<file path="src/hw/sie_defines.svh">
`ifndef SIE_DEFINES_SVH
`define SIE_DEFINES_SVH

// ---------------------------------------------------------------
// timing
// ---------------------------------------------------------------
`define SIE_CLK_HZ 50000000
`define SIE_TICK_MS 1
`define SIE_TEST_PERIOD_MS 8'h0A
`define SIE_TEST_PULSE_US 200
`define SIE_HOLD_TAIL 3'h7

// ---------------------------------------------------------------
// register offsets
// ---------------------------------------------------------------
`define SIE_OFF_CTRL 12'h000
`define SIE_OFF_FILTER 12'h004
`define SIE_OFF_SIMULT 12'h008
`define SIE_OFF_STATUS 12'h00C

// ---------------------------------------------------------------
// control fields
// ---------------------------------------------------------------
`define SIE_CTRL_EN 0
`define SIE_CTRL_DEV_LO 1
`define SIE_CTRL_ARR_LO 3
`define SIE_CTRL_RST_EN 5
`define SIE_CTRL_RST_MON 6
`define SIE_CTRL_TEST_EN 7
`define SIE_CTRL_START_EN 8
`define SIE_CTRL_SIM_EN 9
`define SIE_CTRL_ERR_EN 10
`define SIE_CTRL_POS_LO 11
`define SIE_CTRL_W 13

// ---------------------------------------------------------------
// status fields
// ---------------------------------------------------------------
`define SIE_STAT_FAULT_LO 5
`define SIE_STAT_FAULT_HI 7

// ---------------------------------------------------------------
// reset values and limits
// ---------------------------------------------------------------
`define SIE_CTRL_RST 13'h0000
`define SIE_FILTER_RST 8'h03
`define SIE_SIMULT_RST 16'h0064
`define SIE_FILTER_MIN 8'h03
`define SIE_FILTER_MAX 8'hFA

`endif

</file>
<file path="src/hw/sie_pkg.sv">
package sie_pkg;

    typedef enum logic [1:0] {
        DEV_KEY = 2'b00,
        DEV_CURTAIN = 2'b01,
        DEV_PEDAL = 2'b10,
        DEV_SELECTOR = 2'b11
    } dev_type_t;

    typedef enum logic [2:0] {
        ST_START_OFF = 3'b000,
        ST_START_ON = 3'b001,
        ST_IDLE = 3'b010,
        ST_ARMED = 3'b011,
        ST_RUN = 3'b100,
        ST_FAULT = 3'b101
    } eval_state_t;

endpackage

</file>
<file path="src/hw/input_filter.sv">
`timescale 1ns/10ps
module input_filter (
    input wire logic clock,
    input wire logic rst_n,
    input wire logic tick,
    input wire logic hold,
    input wire logic din,
    input wire logic [7:0] filter_ms,
    output logic level_r
);
    logic [7:0] cnt_r;

    // a change is taken only after filter_ms whole ticks of stability
    always_ff @(posedge clock or negedge rst_n)
    begin
        if (!rst_n)
        begin
            level_r <= 1'b0;
            cnt_r <= 8'h00;
        end
        else if (hold)
        begin
            cnt_r <= cnt_r;
        end
        else if (din == level_r)
        begin
            cnt_r <= 8'h00;
        end
        else if (tick)
        begin
            if (cnt_r >= filter_ms)
            begin
                level_r <= din;
                cnt_r <= 8'h00;
            end
            else
            begin
                cnt_r <= cnt_r + 8'h01;
            end
        end
    end
endmodule

</file>
<file path="src/hw/reset_qualifier.sv">
`timescale 1ns/10ps
module reset_qualifier (
    input wire logic clock,
    input wire logic rst_n,
    input wire logic arm,
    input wire logic monitored,
    input wire logic level,
    output logic accept_r
);
    logic prev_r;
    logic high_seen_r;

    always_ff @(posedge clock or negedge rst_n)
    begin
        if (!rst_n)
            prev_r <= 1'b0;
        else
            prev_r <= level;
    end

    // edges seen before arming never count
    always_ff @(posedge clock or negedge rst_n)
    begin
        if (!rst_n)
            high_seen_r <= 1'b0;
        else if (!arm)
            high_seen_r <= 1'b0;
        else if (level && !prev_r)
            high_seen_r <= 1'b1;
    end

    always_ff @(posedge clock or negedge rst_n)
    begin
        if (!rst_n)
            accept_r <= 1'b0;
        else if (!monitored)
            accept_r <= arm && level && !prev_r;
        else
            accept_r <= arm && high_seen_r && !level && prev_r;
    end
endmodule

</file>
<file path="src/hw/safety_input_evaluator.sv">
// Design decisions made here: register access over APB and the register offsets.
`timescale 1ns/10ps
`include "sie_defines.svh"
module safety_input_evaluator #(
    parameter int TICK_CYCLES = `SIE_CLK_HZ / 1000 * `SIE_TICK_MS,
    parameter int PULSE_CYCLES = `SIE_CLK_HZ / 1000000 * `SIE_TEST_PULSE_US
) (
    input wire logic clock,
    input wire logic resetn,
    input wire logic psel,
    input wire logic penable,
    input wire logic pwrite,
    input wire logic [11:0] paddr,
    input wire logic [31:0] pwdata,
    output logic [31:0] prdata,
    output logic pready,
    output logic pslverr,
    input wire logic [3:0] in_pin,
    input wire logic reset_pin,
    output logic [1:0] test_out,
    output logic out_safe,
    output logic [3:0] sel_out,
    output logic error_out
);
    localparam int TW = $clog2(TICK_CYCLES + 1);
    localparam int PW = $clog2(PULSE_CYCLES + 1);

    // ---------------------------------------------------------------
    // reset and pin synchronisers
    // ---------------------------------------------------------------
    logic rst_meta_r;
    logic rst_n;
    logic [4:0] pin_meta_r;
    logic [4:0] pin_r;

    always_ff @(posedge clock or negedge resetn)
    begin
        if (!resetn)
        begin
            rst_meta_r <= 1'b0;
            rst_n <= 1'b0;
        end
        else
        begin
            rst_meta_r <= 1'b1;
            rst_n <= rst_meta_r;
        end
    end

    always_ff @(posedge clock or negedge rst_n)
    begin
        if (!rst_n)
        begin
            pin_meta_r <= 5'h00;
            pin_r <= 5'h00;
        end
        else
        begin
            pin_meta_r <= {reset_pin, in_pin};
            pin_r <= pin_meta_r;
        end
    end

    // ---------------------------------------------------------------
    // registers
    // ---------------------------------------------------------------
    logic [`SIE_CTRL_W-1:0] ctrl_r;
    logic [7:0] filter_r;
    logic [15:0] simult_r;
    logic [2:0] fault_r;
    logic [2:0] fault_set;
    logic [31:0] prdata_r;
    logic pready_r;
    logic pslverr_r;
    logic [31:0] status;
    logic setup;
    logic access;
    logic addr_ok;
    logic wr;

    assign setup = psel && !penable;
    assign access = psel && penable && pready_r;
    assign addr_ok = (paddr[11:4] == 8'h00) && (paddr[1:0] == 2'b00);
    assign wr = access && pwrite && addr_ok;

    always_ff @(posedge clock or negedge rst_n)
    begin
        if (!rst_n)
            pready_r <= 1'b0;
        else if (setup)
            pready_r <= 1'b1;
        else if (access)
            pready_r <= 1'b0;
    end

    always_ff @(posedge clock or negedge rst_n)
    begin
        if (!rst_n)
        begin
            prdata_r <= 32'h0000_0000;
            pslverr_r <= 1'b0;
        end
        else if (setup)
        begin
            pslverr_r <= !addr_ok;
            unique case (paddr)
                `SIE_OFF_CTRL: prdata_r <= {19'h00000, ctrl_r};
                `SIE_OFF_FILTER: prdata_r <= {24'h000000, filter_r};
                `SIE_OFF_SIMULT: prdata_r <= {16'h0000, simult_r};
                `SIE_OFF_STATUS: prdata_r <= status;
                default: prdata_r <= 32'h0000_0000;
            endcase
        end
        else if (access)
            pslverr_r <= 1'b0;
    end

    always_ff @(posedge clock or negedge rst_n)
    begin
        if (!rst_n)
        begin
            ctrl_r <= `SIE_CTRL_RST;
            filter_r <= `SIE_FILTER_RST;
            simult_r <= `SIE_SIMULT_RST;
        end
        else if (wr)
        begin
            if (paddr == `SIE_OFF_CTRL)
                ctrl_r <= pwdata[`SIE_CTRL_W-1:0];
            if (paddr == `SIE_OFF_FILTER)
                filter_r <= pwdata[7:0];
            if (paddr == `SIE_OFF_SIMULT)
                simult_r <= pwdata[15:0];
        end
    end

    // sticky faults, write one to clear; a new fault wins over the clear
    always_ff @(posedge clock or negedge rst_n)
    begin
        if (!rst_n)
            fault_r <= 3'h0;
        else if (wr && paddr == `SIE_OFF_STATUS)
            fault_r <= (fault_r & ~pwdata[`SIE_STAT_FAULT_HI:`SIE_STAT_FAULT_LO]) | fault_set;
        else
            fault_r <= fault_r | fault_set;
    end

    // ---------------------------------------------------------------
    // configuration decode
    // ---------------------------------------------------------------
    sie_pkg::dev_type_t dev;
    logic en;
    logic [1:0] arr;
    logic [1:0] pos;
    logic two_ch;
    logic [7:0] filter_ms;
    logic [3:0] pos_mask;

    assign en = ctrl_r[`SIE_CTRL_EN];
    assign dev = sie_pkg::dev_type_t'(ctrl_r[`SIE_CTRL_DEV_LO+:2]);
    assign arr = ctrl_r[`SIE_CTRL_ARR_LO+:2];
    assign pos = ctrl_r[`SIE_CTRL_POS_LO+:2];
    // key: arr 0 one NO, else two NO; pedal: 0 NC, 1 NO, 2 two NC, 3 NO+NC
    assign two_ch = (dev == sie_pkg::DEV_CURTAIN) ||
        (dev == sie_pkg::DEV_KEY && arr != 2'b00) ||
        (dev == sie_pkg::DEV_PEDAL && arr[1]);
    // out-of-range settings are clamped rather than refused
    assign filter_ms = (filter_r < `SIE_FILTER_MIN) ? `SIE_FILTER_MIN :
        (filter_r > `SIE_FILTER_MAX) ? `SIE_FILTER_MAX : filter_r;
    assign pos_mask = (pos == 2'b00) ? 4'h3 : (pos == 2'b01) ? 4'h7 : 4'hF;

    // ---------------------------------------------------------------
    // millisecond tick
    // ---------------------------------------------------------------
    logic [TW-1:0] tick_cnt_r;
    logic tick_r;

    always_ff @(posedge clock or negedge rst_n)
    begin
        if (!rst_n)
        begin
            tick_cnt_r <= '0;
            tick_r <= 1'b0;
        end
        else if (tick_cnt_r == TW'(TICK_CYCLES - 1))
        begin
            tick_cnt_r <= '0;
            tick_r <= 1'b1;
        end
        else
        begin
            tick_cnt_r <= tick_cnt_r + TW'(1);
            tick_r <= 1'b0;
        end
    end

    // ---------------------------------------------------------------
    // test pulses
    // ---------------------------------------------------------------
    logic tp_en;
    logic [7:0] period_r;
    logic pulse_on_r;
    logic pulse_ch_r;
    logic [PW-1:0] pulse_cnt_r;
    logic pre_r;
    logic [2:0] tail_r;
    logic [1:0] test_out_r;
    logic pulse_end;
    logic [3:0] hold;

    // curtain lines are monitored by the curtain itself
    assign tp_en = en && ctrl_r[`SIE_CTRL_TEST_EN] &&
        (dev == sie_pkg::DEV_KEY || dev == sie_pkg::DEV_PEDAL);
    assign pulse_end = pulse_on_r && pulse_cnt_r == PW'(PULSE_CYCLES - 1);

    always_ff @(posedge clock or negedge rst_n)
    begin
        if (!rst_n)
            period_r <= 8'h00;
        else if (tick_r)
            period_r <= (period_r >= `SIE_TEST_PERIOD_MS - 8'h01) ? 8'h00 : period_r + 8'h01;
    end

    always_ff @(posedge clock or negedge rst_n)
    begin
        if (!rst_n)
        begin
            pulse_on_r <= 1'b0;
            pulse_ch_r <= 1'b0;
            pulse_cnt_r <= '0;
            pre_r <= 1'b0;
        end
        else if (!pulse_on_r && tp_en && tick_r && period_r == 8'h00)
        begin
            pulse_on_r <= 1'b1;
            pulse_ch_r <= two_ch && !pulse_ch_r;
            pulse_cnt_r <= '0;
            pre_r <= pin_r[two_ch && !pulse_ch_r];
        end
        else if (pulse_end || !tp_en)
            pulse_on_r <= 1'b0;
        else if (pulse_on_r)
            pulse_cnt_r <= pulse_cnt_r + PW'(1);
    end

    // a closed contact that stays high through its own pulse is shorted
    assign fault_set[1] = pulse_end && !pulse_ch_r && pre_r && pin_r[0];
    assign fault_set[2] = pulse_end && pulse_ch_r && pre_r && pin_r[1];

    // filters freeze while a pulse and its sync lag pass by
    always_ff @(posedge clock or negedge rst_n)
    begin
        if (!rst_n)
            tail_r <= 3'h0;
        else if (pulse_on_r)
            tail_r <= `SIE_HOLD_TAIL;
        else if (tail_r != 3'h0)
            tail_r <= tail_r - 3'h1;
    end

    assign hold = {2'b00, pulse_on_r && pulse_ch_r, pulse_on_r && !pulse_ch_r} |
        {4{tail_r != 3'h0}};

    always_ff @(posedge clock or negedge rst_n)
    begin
        if (!rst_n)
            test_out_r <= 2'b11;
        else
            test_out_r <= ~{pulse_on_r && pulse_ch_r, pulse_on_r && !pulse_ch_r};
    end

    // ---------------------------------------------------------------
    // debounce
    // ---------------------------------------------------------------
    logic [3:0] filt;

    genvar gi;
    generate
        for (gi = 0; gi < 4; gi++)
        begin : g_filt
            input_filter u_filt (
                .clock(clock),
                .rst_n(rst_n),
                .tick(tick_r),
                .hold(hold[gi]),
                .din(pin_r[gi]),
                .filter_ms(filter_ms),
                .level_r(filt[gi])
            );
        end
    endgenerate

    // ---------------------------------------------------------------
    // evaluation
    // ---------------------------------------------------------------
    logic [3:0] sel_m;
    logic sel_one;
    logic act;
    logic skew;

    assign sel_m = filt & pos_mask;
    assign sel_one = (sel_m != 4'h0) && ((sel_m & (sel_m - 4'h1)) == 4'h0);

    always_comb
    begin
        act = 1'b0;
        skew = 1'b0;
        unique case (dev)
            sie_pkg::DEV_KEY:
            begin
                act = two_ch ? (filt[0] && filt[1]) : filt[0];
                skew = filt[0] ^ filt[1];
            end
            sie_pkg::DEV_CURTAIN:
            begin
                act = filt[0] && filt[1];
                skew = filt[0] ^ filt[1];
            end
            sie_pkg::DEV_PEDAL:
            begin
                // arr 3 has the NO contact on the first channel, NC on the second
                unique case (arr)
                    2'b00: act = !filt[0];
                    2'b01: act = filt[0];
                    2'b10: act = !filt[0] && !filt[1];
                    2'b11: act = filt[0] && !filt[1];
                endcase
                skew = arr[0] ? (filt[0] == filt[1]) : (filt[0] ^ filt[1]);
            end
            sie_pkg::DEV_SELECTOR:
            begin
                act = sel_one;
                skew = (sel_m != 4'h0) && !sel_one;
            end
        endcase
    end

    // ---------------------------------------------------------------
    // simultaneity
    // ---------------------------------------------------------------
    logic sim_on;
    logic [15:0] skew_ms_r;

    assign sim_on = en && (dev == sie_pkg::DEV_CURTAIN || dev == sie_pkg::DEV_SELECTOR ||
        (ctrl_r[`SIE_CTRL_SIM_EN] && two_ch));

    always_ff @(posedge clock or negedge rst_n)
    begin
        if (!rst_n)
            skew_ms_r <= 16'h0000;
        else if (!sim_on || !skew)
            skew_ms_r <= 16'h0000;
        else if (tick_r && skew_ms_r != 16'hFFFF)
            skew_ms_r <= skew_ms_r + 16'h0001;
    end

    assign fault_set[0] = sim_on && skew && (skew_ms_r > simult_r);

    // ---------------------------------------------------------------
    // output state machine
    // ---------------------------------------------------------------
    sie_pkg::eval_state_t state_r;
    logic fault_any;
    logic rst_accept;
    logic out_safe_r;
    logic [3:0] sel_out_r;
    logic error_out_r;
    logic start_done_r;

    assign fault_any = fault_r != 3'h0;

    // the reset pin sits on the channel after the device's own
    reset_qualifier u_rstq (
        .clock(clock),
        .rst_n(rst_n),
        .arm(state_r == sie_pkg::ST_ARMED),
        .monitored(ctrl_r[`SIE_CTRL_RST_MON]),
        .level(pin_r[4]),
        .accept_r(rst_accept)
    );

    always_ff @(posedge clock or negedge rst_n)
    begin
        if (!rst_n)
            state_r <= sie_pkg::ST_START_OFF;
        else if (!en)
            state_r <= start_done_r ? sie_pkg::ST_IDLE : sie_pkg::ST_START_OFF;
        else if (fault_any)
            state_r <= sie_pkg::ST_FAULT;
        else
        begin
            unique case (state_r)
                sie_pkg::ST_START_OFF:
                    if (!ctrl_r[`SIE_CTRL_START_EN])
                        state_r <= sie_pkg::ST_IDLE;
                    else if (!act)
                        state_r <= sie_pkg::ST_START_ON;
                sie_pkg::ST_START_ON:
                    if (act)
                        state_r <= sie_pkg::ST_IDLE;
                sie_pkg::ST_IDLE, sie_pkg::ST_FAULT:
                    if (act)
                        state_r <= ctrl_r[`SIE_CTRL_RST_EN] ? sie_pkg::ST_ARMED
                            : sie_pkg::ST_RUN;
                sie_pkg::ST_ARMED:
                    if (!act)
                        state_r <= sie_pkg::ST_IDLE;
                    else if (rst_accept)
                        state_r <= sie_pkg::ST_RUN;
                sie_pkg::ST_RUN:
                    if (!act)
                        state_r <= sie_pkg::ST_IDLE;
                default:
                    state_r <= sie_pkg::ST_FAULT;
            endcase
        end
    end

    // start-up check is done once per power-up only
    always_ff @(posedge clock or negedge rst_n)
    begin
        if (!rst_n)
            start_done_r <= 1'b0;
        else if (state_r != sie_pkg::ST_START_OFF && state_r != sie_pkg::ST_START_ON)
            start_done_r <= 1'b1;
    end

    always_ff @(posedge clock or negedge rst_n)
    begin
        if (!rst_n)
        begin
            out_safe_r <= 1'b0;
            sel_out_r <= 4'h0;
            error_out_r <= 1'b0;
        end
        else
        begin
            out_safe_r <= en && !fault_any && act && state_r == sie_pkg::ST_RUN;
            sel_out_r <= (en && !fault_any && sel_one && dev == sie_pkg::DEV_SELECTOR &&
                state_r == sie_pkg::ST_RUN) ? sel_m : 4'h0;
            error_out_r <= ctrl_r[`SIE_CTRL_ERR_EN] && fault_any;
        end
    end

    assign status = {17'h00000, error_out_r, state_r == sie_pkg::ST_ARMED, start_done_r,
        filt, fault_r, sel_out_r, out_safe_r};

    assign prdata = prdata_r;
    assign pready = pready_r;
    assign pslverr = pslverr_r;
    assign test_out = test_out_r;
    assign out_safe = out_safe_r;
    assign sel_out = sel_out_r;
    assign error_out = error_out_r;
endmodule

</file>
<file path="config.mk">
export PLATFORM = sky130hd
export DESIGN_NAME = safety_input_evaluator
export DESIGN_NICKNAME = d
export VERILOG_FILES = /design/src/hw/sie_pkg.sv /design/src/hw/input_filter.sv /design/src/hw/reset_qualifier.sv /design/src/hw/safety_input_evaluator.sv
export VERILOG_INCLUDE_DIRS = /design/src /design/src/hw
export SDC_FILE = /design/constraint.sdc
export NUM_CORES = 1
export LEC_CHECK = 0
export BUFFER_PORTS_ARGS = -buffer_cell sky130_fd_sc_hd__buf_2
export CAP_MARGIN = 20
export CELL_PAD_IN_SITES_DETAIL_PLACEMENT = 1
export CELL_PAD_IN_SITES_GLOBAL_PLACEMENT = 1
export CORE_UTILIZATION = 50
export DETAILED_ROUTE_END_ITERATION = 12
export HOLD_SLACK_MARGIN = 0.02
export PLACE_DENSITY = 0.8
export REMOVE_ABC_BUFFERS = 1
export SYNTH_ARGS = -nofsm -noshare
export SYNTH_HDL_FRONTEND = slang
export SYNTH_SLANG_ARGS = --single-unit
</file>
<file path="constraint.sdc">
create_clock -name clock -period 9.8 [get_ports clock]
set_input_delay 0.49 -clock clock [delete_from_list [all_inputs] [get_ports clock]]
set_output_delay 0.49 -clock clock [all_outputs]
set_load 0.05 [all_outputs]
</file>
==> key figures <==
Status
  • Status: complete, no violations

Yosys
  • Sequential fraction of the synthesis area: 45.81%
  • Post-synthesis area per instance: 10.33 um^2
  • Post-synth cell types: 72
  • Synthesis Warnings: 0
  • Top_reg_cell synth: dfrtp_1
  • Synthesized flop and latch total: 182
  • Post-synth ARST share: 100.0%
  • Synthesized cell area: 9962 um^2
  • Synthesized instance count: 964
  • Number of flops mapped to enable cells by yosys: 0

Power and ir drop
  • Logic pwr share: 4.2%
  • Switching share of power: 23.86%
  • Pwr/cell area: 136.6 nW/um^2
  • P_int: 1.150 mW
  • Clk network pwr share: 45.4%
  • Max IR drop VDD: 115.8 uV
  • Total leakage power: 5.202 nW
  • Seq pwr share: 50.4%
  • NetSw: 0.3604 mW

Critical path
  • Setup crit end kind: register
  • Slowest cell on the critical path: a211oi_2
  • Worst EP arrival: 4070 ps
  • CP Buf/Inv Count: 2
  • Startpoint types: register
  • Worst-case reg-to-reg path depth: 11
  • Worst R2R Start: filter_r[6]
  • Worst reg2reg path endpoint: g_filt[1].u_filt.cnt_r[6]
  • CP delay by family, top: compound AO/OA/AOI/OAI gates
  • CP max stage delay: 690 ps
  • Crit path max fanout: 12
  • R2R Setup Slk: 6050 ps
  • CP Cell Sequence: inv_1, nor3_1, nand4_1, inv_1, nor3_1, ha_1, a21o_1, a211o_1, a211oi_2, nand2_1, o22ai_1
  • Critical path class: reg2reg
  • CP required: 10130 ps

Placed design
  • Count of buffers from port buffering: 63
  • GPL Wtd Cong: 0.8181
  • HPWL after DPL: 17.31 mm

Finish
  • ANT cells: 0
  • Fin nets: 1140
  • Synthesis-to-layout area growth: 11.02%
  • Ratio of cells with drive above 1 in the final layout: 16.80%
  • Fillers: 2208

Global route
  • Initial antenna violation count: 0
  • Largest net degree at the start of global routing: 80
  • GRT overflow: 0
  • GRT Total Usage: 25.58%
  • Vias in the first global route: 7914
  • Wire length of the first global-routing pass: 40.48 mm

Worst hold path
  • Hold Path Stages: 1
  • Hold endpoint: pin_meta_r[4]
  • Hold Path Origin: reset_pin
  • Class of the worst hold path: in2reg

Route
  • Wire per inst: 18.77 um
  • Detailed Routing Iterations Pass 1: 4
  • Final wirelength: 24.41 mm
  • Antenna viol nets, final: 0
  • DRC: 0
  • Routed vias/inst: 5.770
  • Via count: 7507
  • DRT iter0 DRCs: 376

Timing
  • WHS: 164.4 ps
  • Final setup viols: 0
  • TNS Setup: 0 ps
  • F_max: 0.2669 GHz
  • Setup Skew: 12.13 ps
  • Relative slew slack: 28.21%
  • Worst Tran Pin Value: 1069 ps
  • RSZ-0062 raised after global routing: no
  • Min Tclk post-route: 3747 ps
  • Final worst-path cycle share: 38.24%
  • Final hold vios: 0
  • Number of slew-limit violations in the final report: 0

Floorplan
  • DIE AREA: 20490 um^2
  • Die height: 143.2 um
  • I/O pin cnt: 96
  • Die Wd: 143.2 um
  • Row Count: 51
  • Initial Util: 51.02%
  • Core area: 19530 um^2

Clock tree
  • CTS Buffer Depth: 2
  • Root Driver: clkbuf_16
  • Clock latency at the later pin of the worst-skew pair: 430 ps
  • Post-CTS sizing: 0
  • CTS tree: yes
  • H-tree levels: 4
  • Number of clock sinks: 182
  • Clk slew on worst S/H paths: 70 ps
  • Inserted Clock Buffers: 17

Flow run
  • Max-Cap Viols: 0
-- routing by layer --
metal	up-vias	GRT usage (%)	part of all wire, %
met5	-	0	0
li1	3532	-	-
met3	28	4.393	3.1
met1	3837	33.67	46
met2	110	43.18	49
met4	0	7.244	1.6
-- logic make-up after synthesis --
family / count (synthesis) / share of synthesized area [%]
simple gates: 339 / 17.73
other cells: 2 / 0.07539
flops: 182 / 45.81
xor+xnor: 47 / 4.132
fa+ha+maj: 63 / 7.913
compound gates: 167 / 11.77
mux: 63 / 7.862
buf+inv: 101 / 4.710
-- layout by cell type, fill, tap and decap left out, types with 4 or more instances in the layout --
cell type / n
and4_1: 5
nor2b_1: 13
xnor2_1: 32
or3_1: 5
xor2_1: 15
ha_1: 63
nand4_1: 20
mux2i_1: 15
nor2_1: 87
clkbuf_16: 17
nor4_1: 4
o211ai_1: 4
a31oi_1: 21
a21o_1: 9
nand2b_1: 19
inv_1: 58
o311ai_1: 4
nand3_1: 46
o21ai_0: 38
dfstp_2: 7
mux4_2: 8
conb_1: 17
nand2_1: 73
o31ai_1: 10
nand3b_1: 5
nor3_1: 16
dfrtp_1: 174
and3_1: 21
a211o_1: 4
mux2_2: 39
buf_2: 63
clkinv_4: 4
a21oi_1: 37
a22o_1: 9
-- how the worst max path moves through the flow --
stage,from,endpoint,slack (ps),cells after the start
after global placement,filter_r[6],g_filt[1].u_filt.cnt_r[6],6330,11
after CTS,filter_r[7],g_filt[1].u_filt.cnt_r[6],6070,11
after detailed placement,filter_r[6],g_filt[2].u_filt.cnt_r[5],6250,11
after global routing,filter_r[6],g_filt[1].u_filt.cnt_r[6],5770,11
after floorplan,rst_n,ctrl_r[0],4370,0
final,filter_r[6],g_filt[1].u_filt.cnt_r[6],6050,11
-- state kept, by name, indices dropped and copies added, names as in the netlist, 4 cells and up --
| signal | flops |
|---|---|
| prdata | 16 |
| g_filt.u_filt.level_r | 4 |
| simult_r | 16 |
| pin_r | 5 |
| period_r | 8 |
| filter_r | 8 |
| g_filt.u_filt.cnt_r | 32 |
| ctrl_r | 13 |
| pin_meta_r | 5 |
| pulse_cnt_r | 14 |
| sel_out | 4 |
| skew_ms_r | 16 |
| tick_cnt_r | 16 |
-- cell usage after synthesis (16+ instances only) --
cell type	n	area (um^2)
a21oi_1	37	185.2
a31oi_1	21	131.4
and3_1	21	131.4
buf_4	18	135.1
dfrtp_1	175	4379
ha_1	63	788.3
inv_1	58	217.7
mux2_2	39	439.2
nand2_1	73	274.0
nand2b_1	19	118.9
nand3_1	46	230.2
nand4_1	20	125.1
nor2_1	87	326.6
nor3_1	16	80.08
o21ai_0	38	190.2
xnor2_1	32	280.3
-- power groups by stage --
stage / logic [mW] / registers, mW / clock network [mW]
2_1_floorplan: 0.0274 / 0.786 / 0
3_3_place_gp: 0.0609 / 0.777 / 0
3_5_place_dp: 0.0620 / 0.777 / 0
4_1_cts: 0.0626 / 0.762 / 0.699
5_1_grt: 0.0695 / 0.763 / 0.724
6_report: 0.0632 / 0.762 / 0.686
-- final cells by class --
| type | count | area, um^2 | area share, % |
|---|---|---|---|
| clock inverter | 13 | 148.9 | 1.346 |
| tap | 265 | 331.6 | 2.998 |
| multi-input combinational | 696 | 4986 | 45.08 |
| sequential | 182 | 4567 | 41.29 |
| clock buffer | 19 | 432.9 | 3.914 |
| inverter | 58 | 217.7 | 1.969 |
| timing repair buffer | 68 | 375.4 | 3.394 |
-- metrics by stage --
stage               util (%)  setup WS, ps  instances  power, mW  instance area (um^2)
floorplan                  -          4365        936     0.8132                  9767
global placement       53.47          6329       1267     0.8374                 10440
detailed placement     53.47          6248       1267     0.8388                 10440
CTS                    56.50          6069       1300      1.524                 11030
global route           56.64          5774       1301      1.557                 11060
finish                 56.64          6053       1301      1.511                 11060
-- what timing repair did --
item / in CTS / in global routing
setup buffers: 0 / 0
endpoints found under the hold margin: 2 / 0
hold buffers: 1 / 0
No activity file was read; power rests on OpenSTA's default activity.
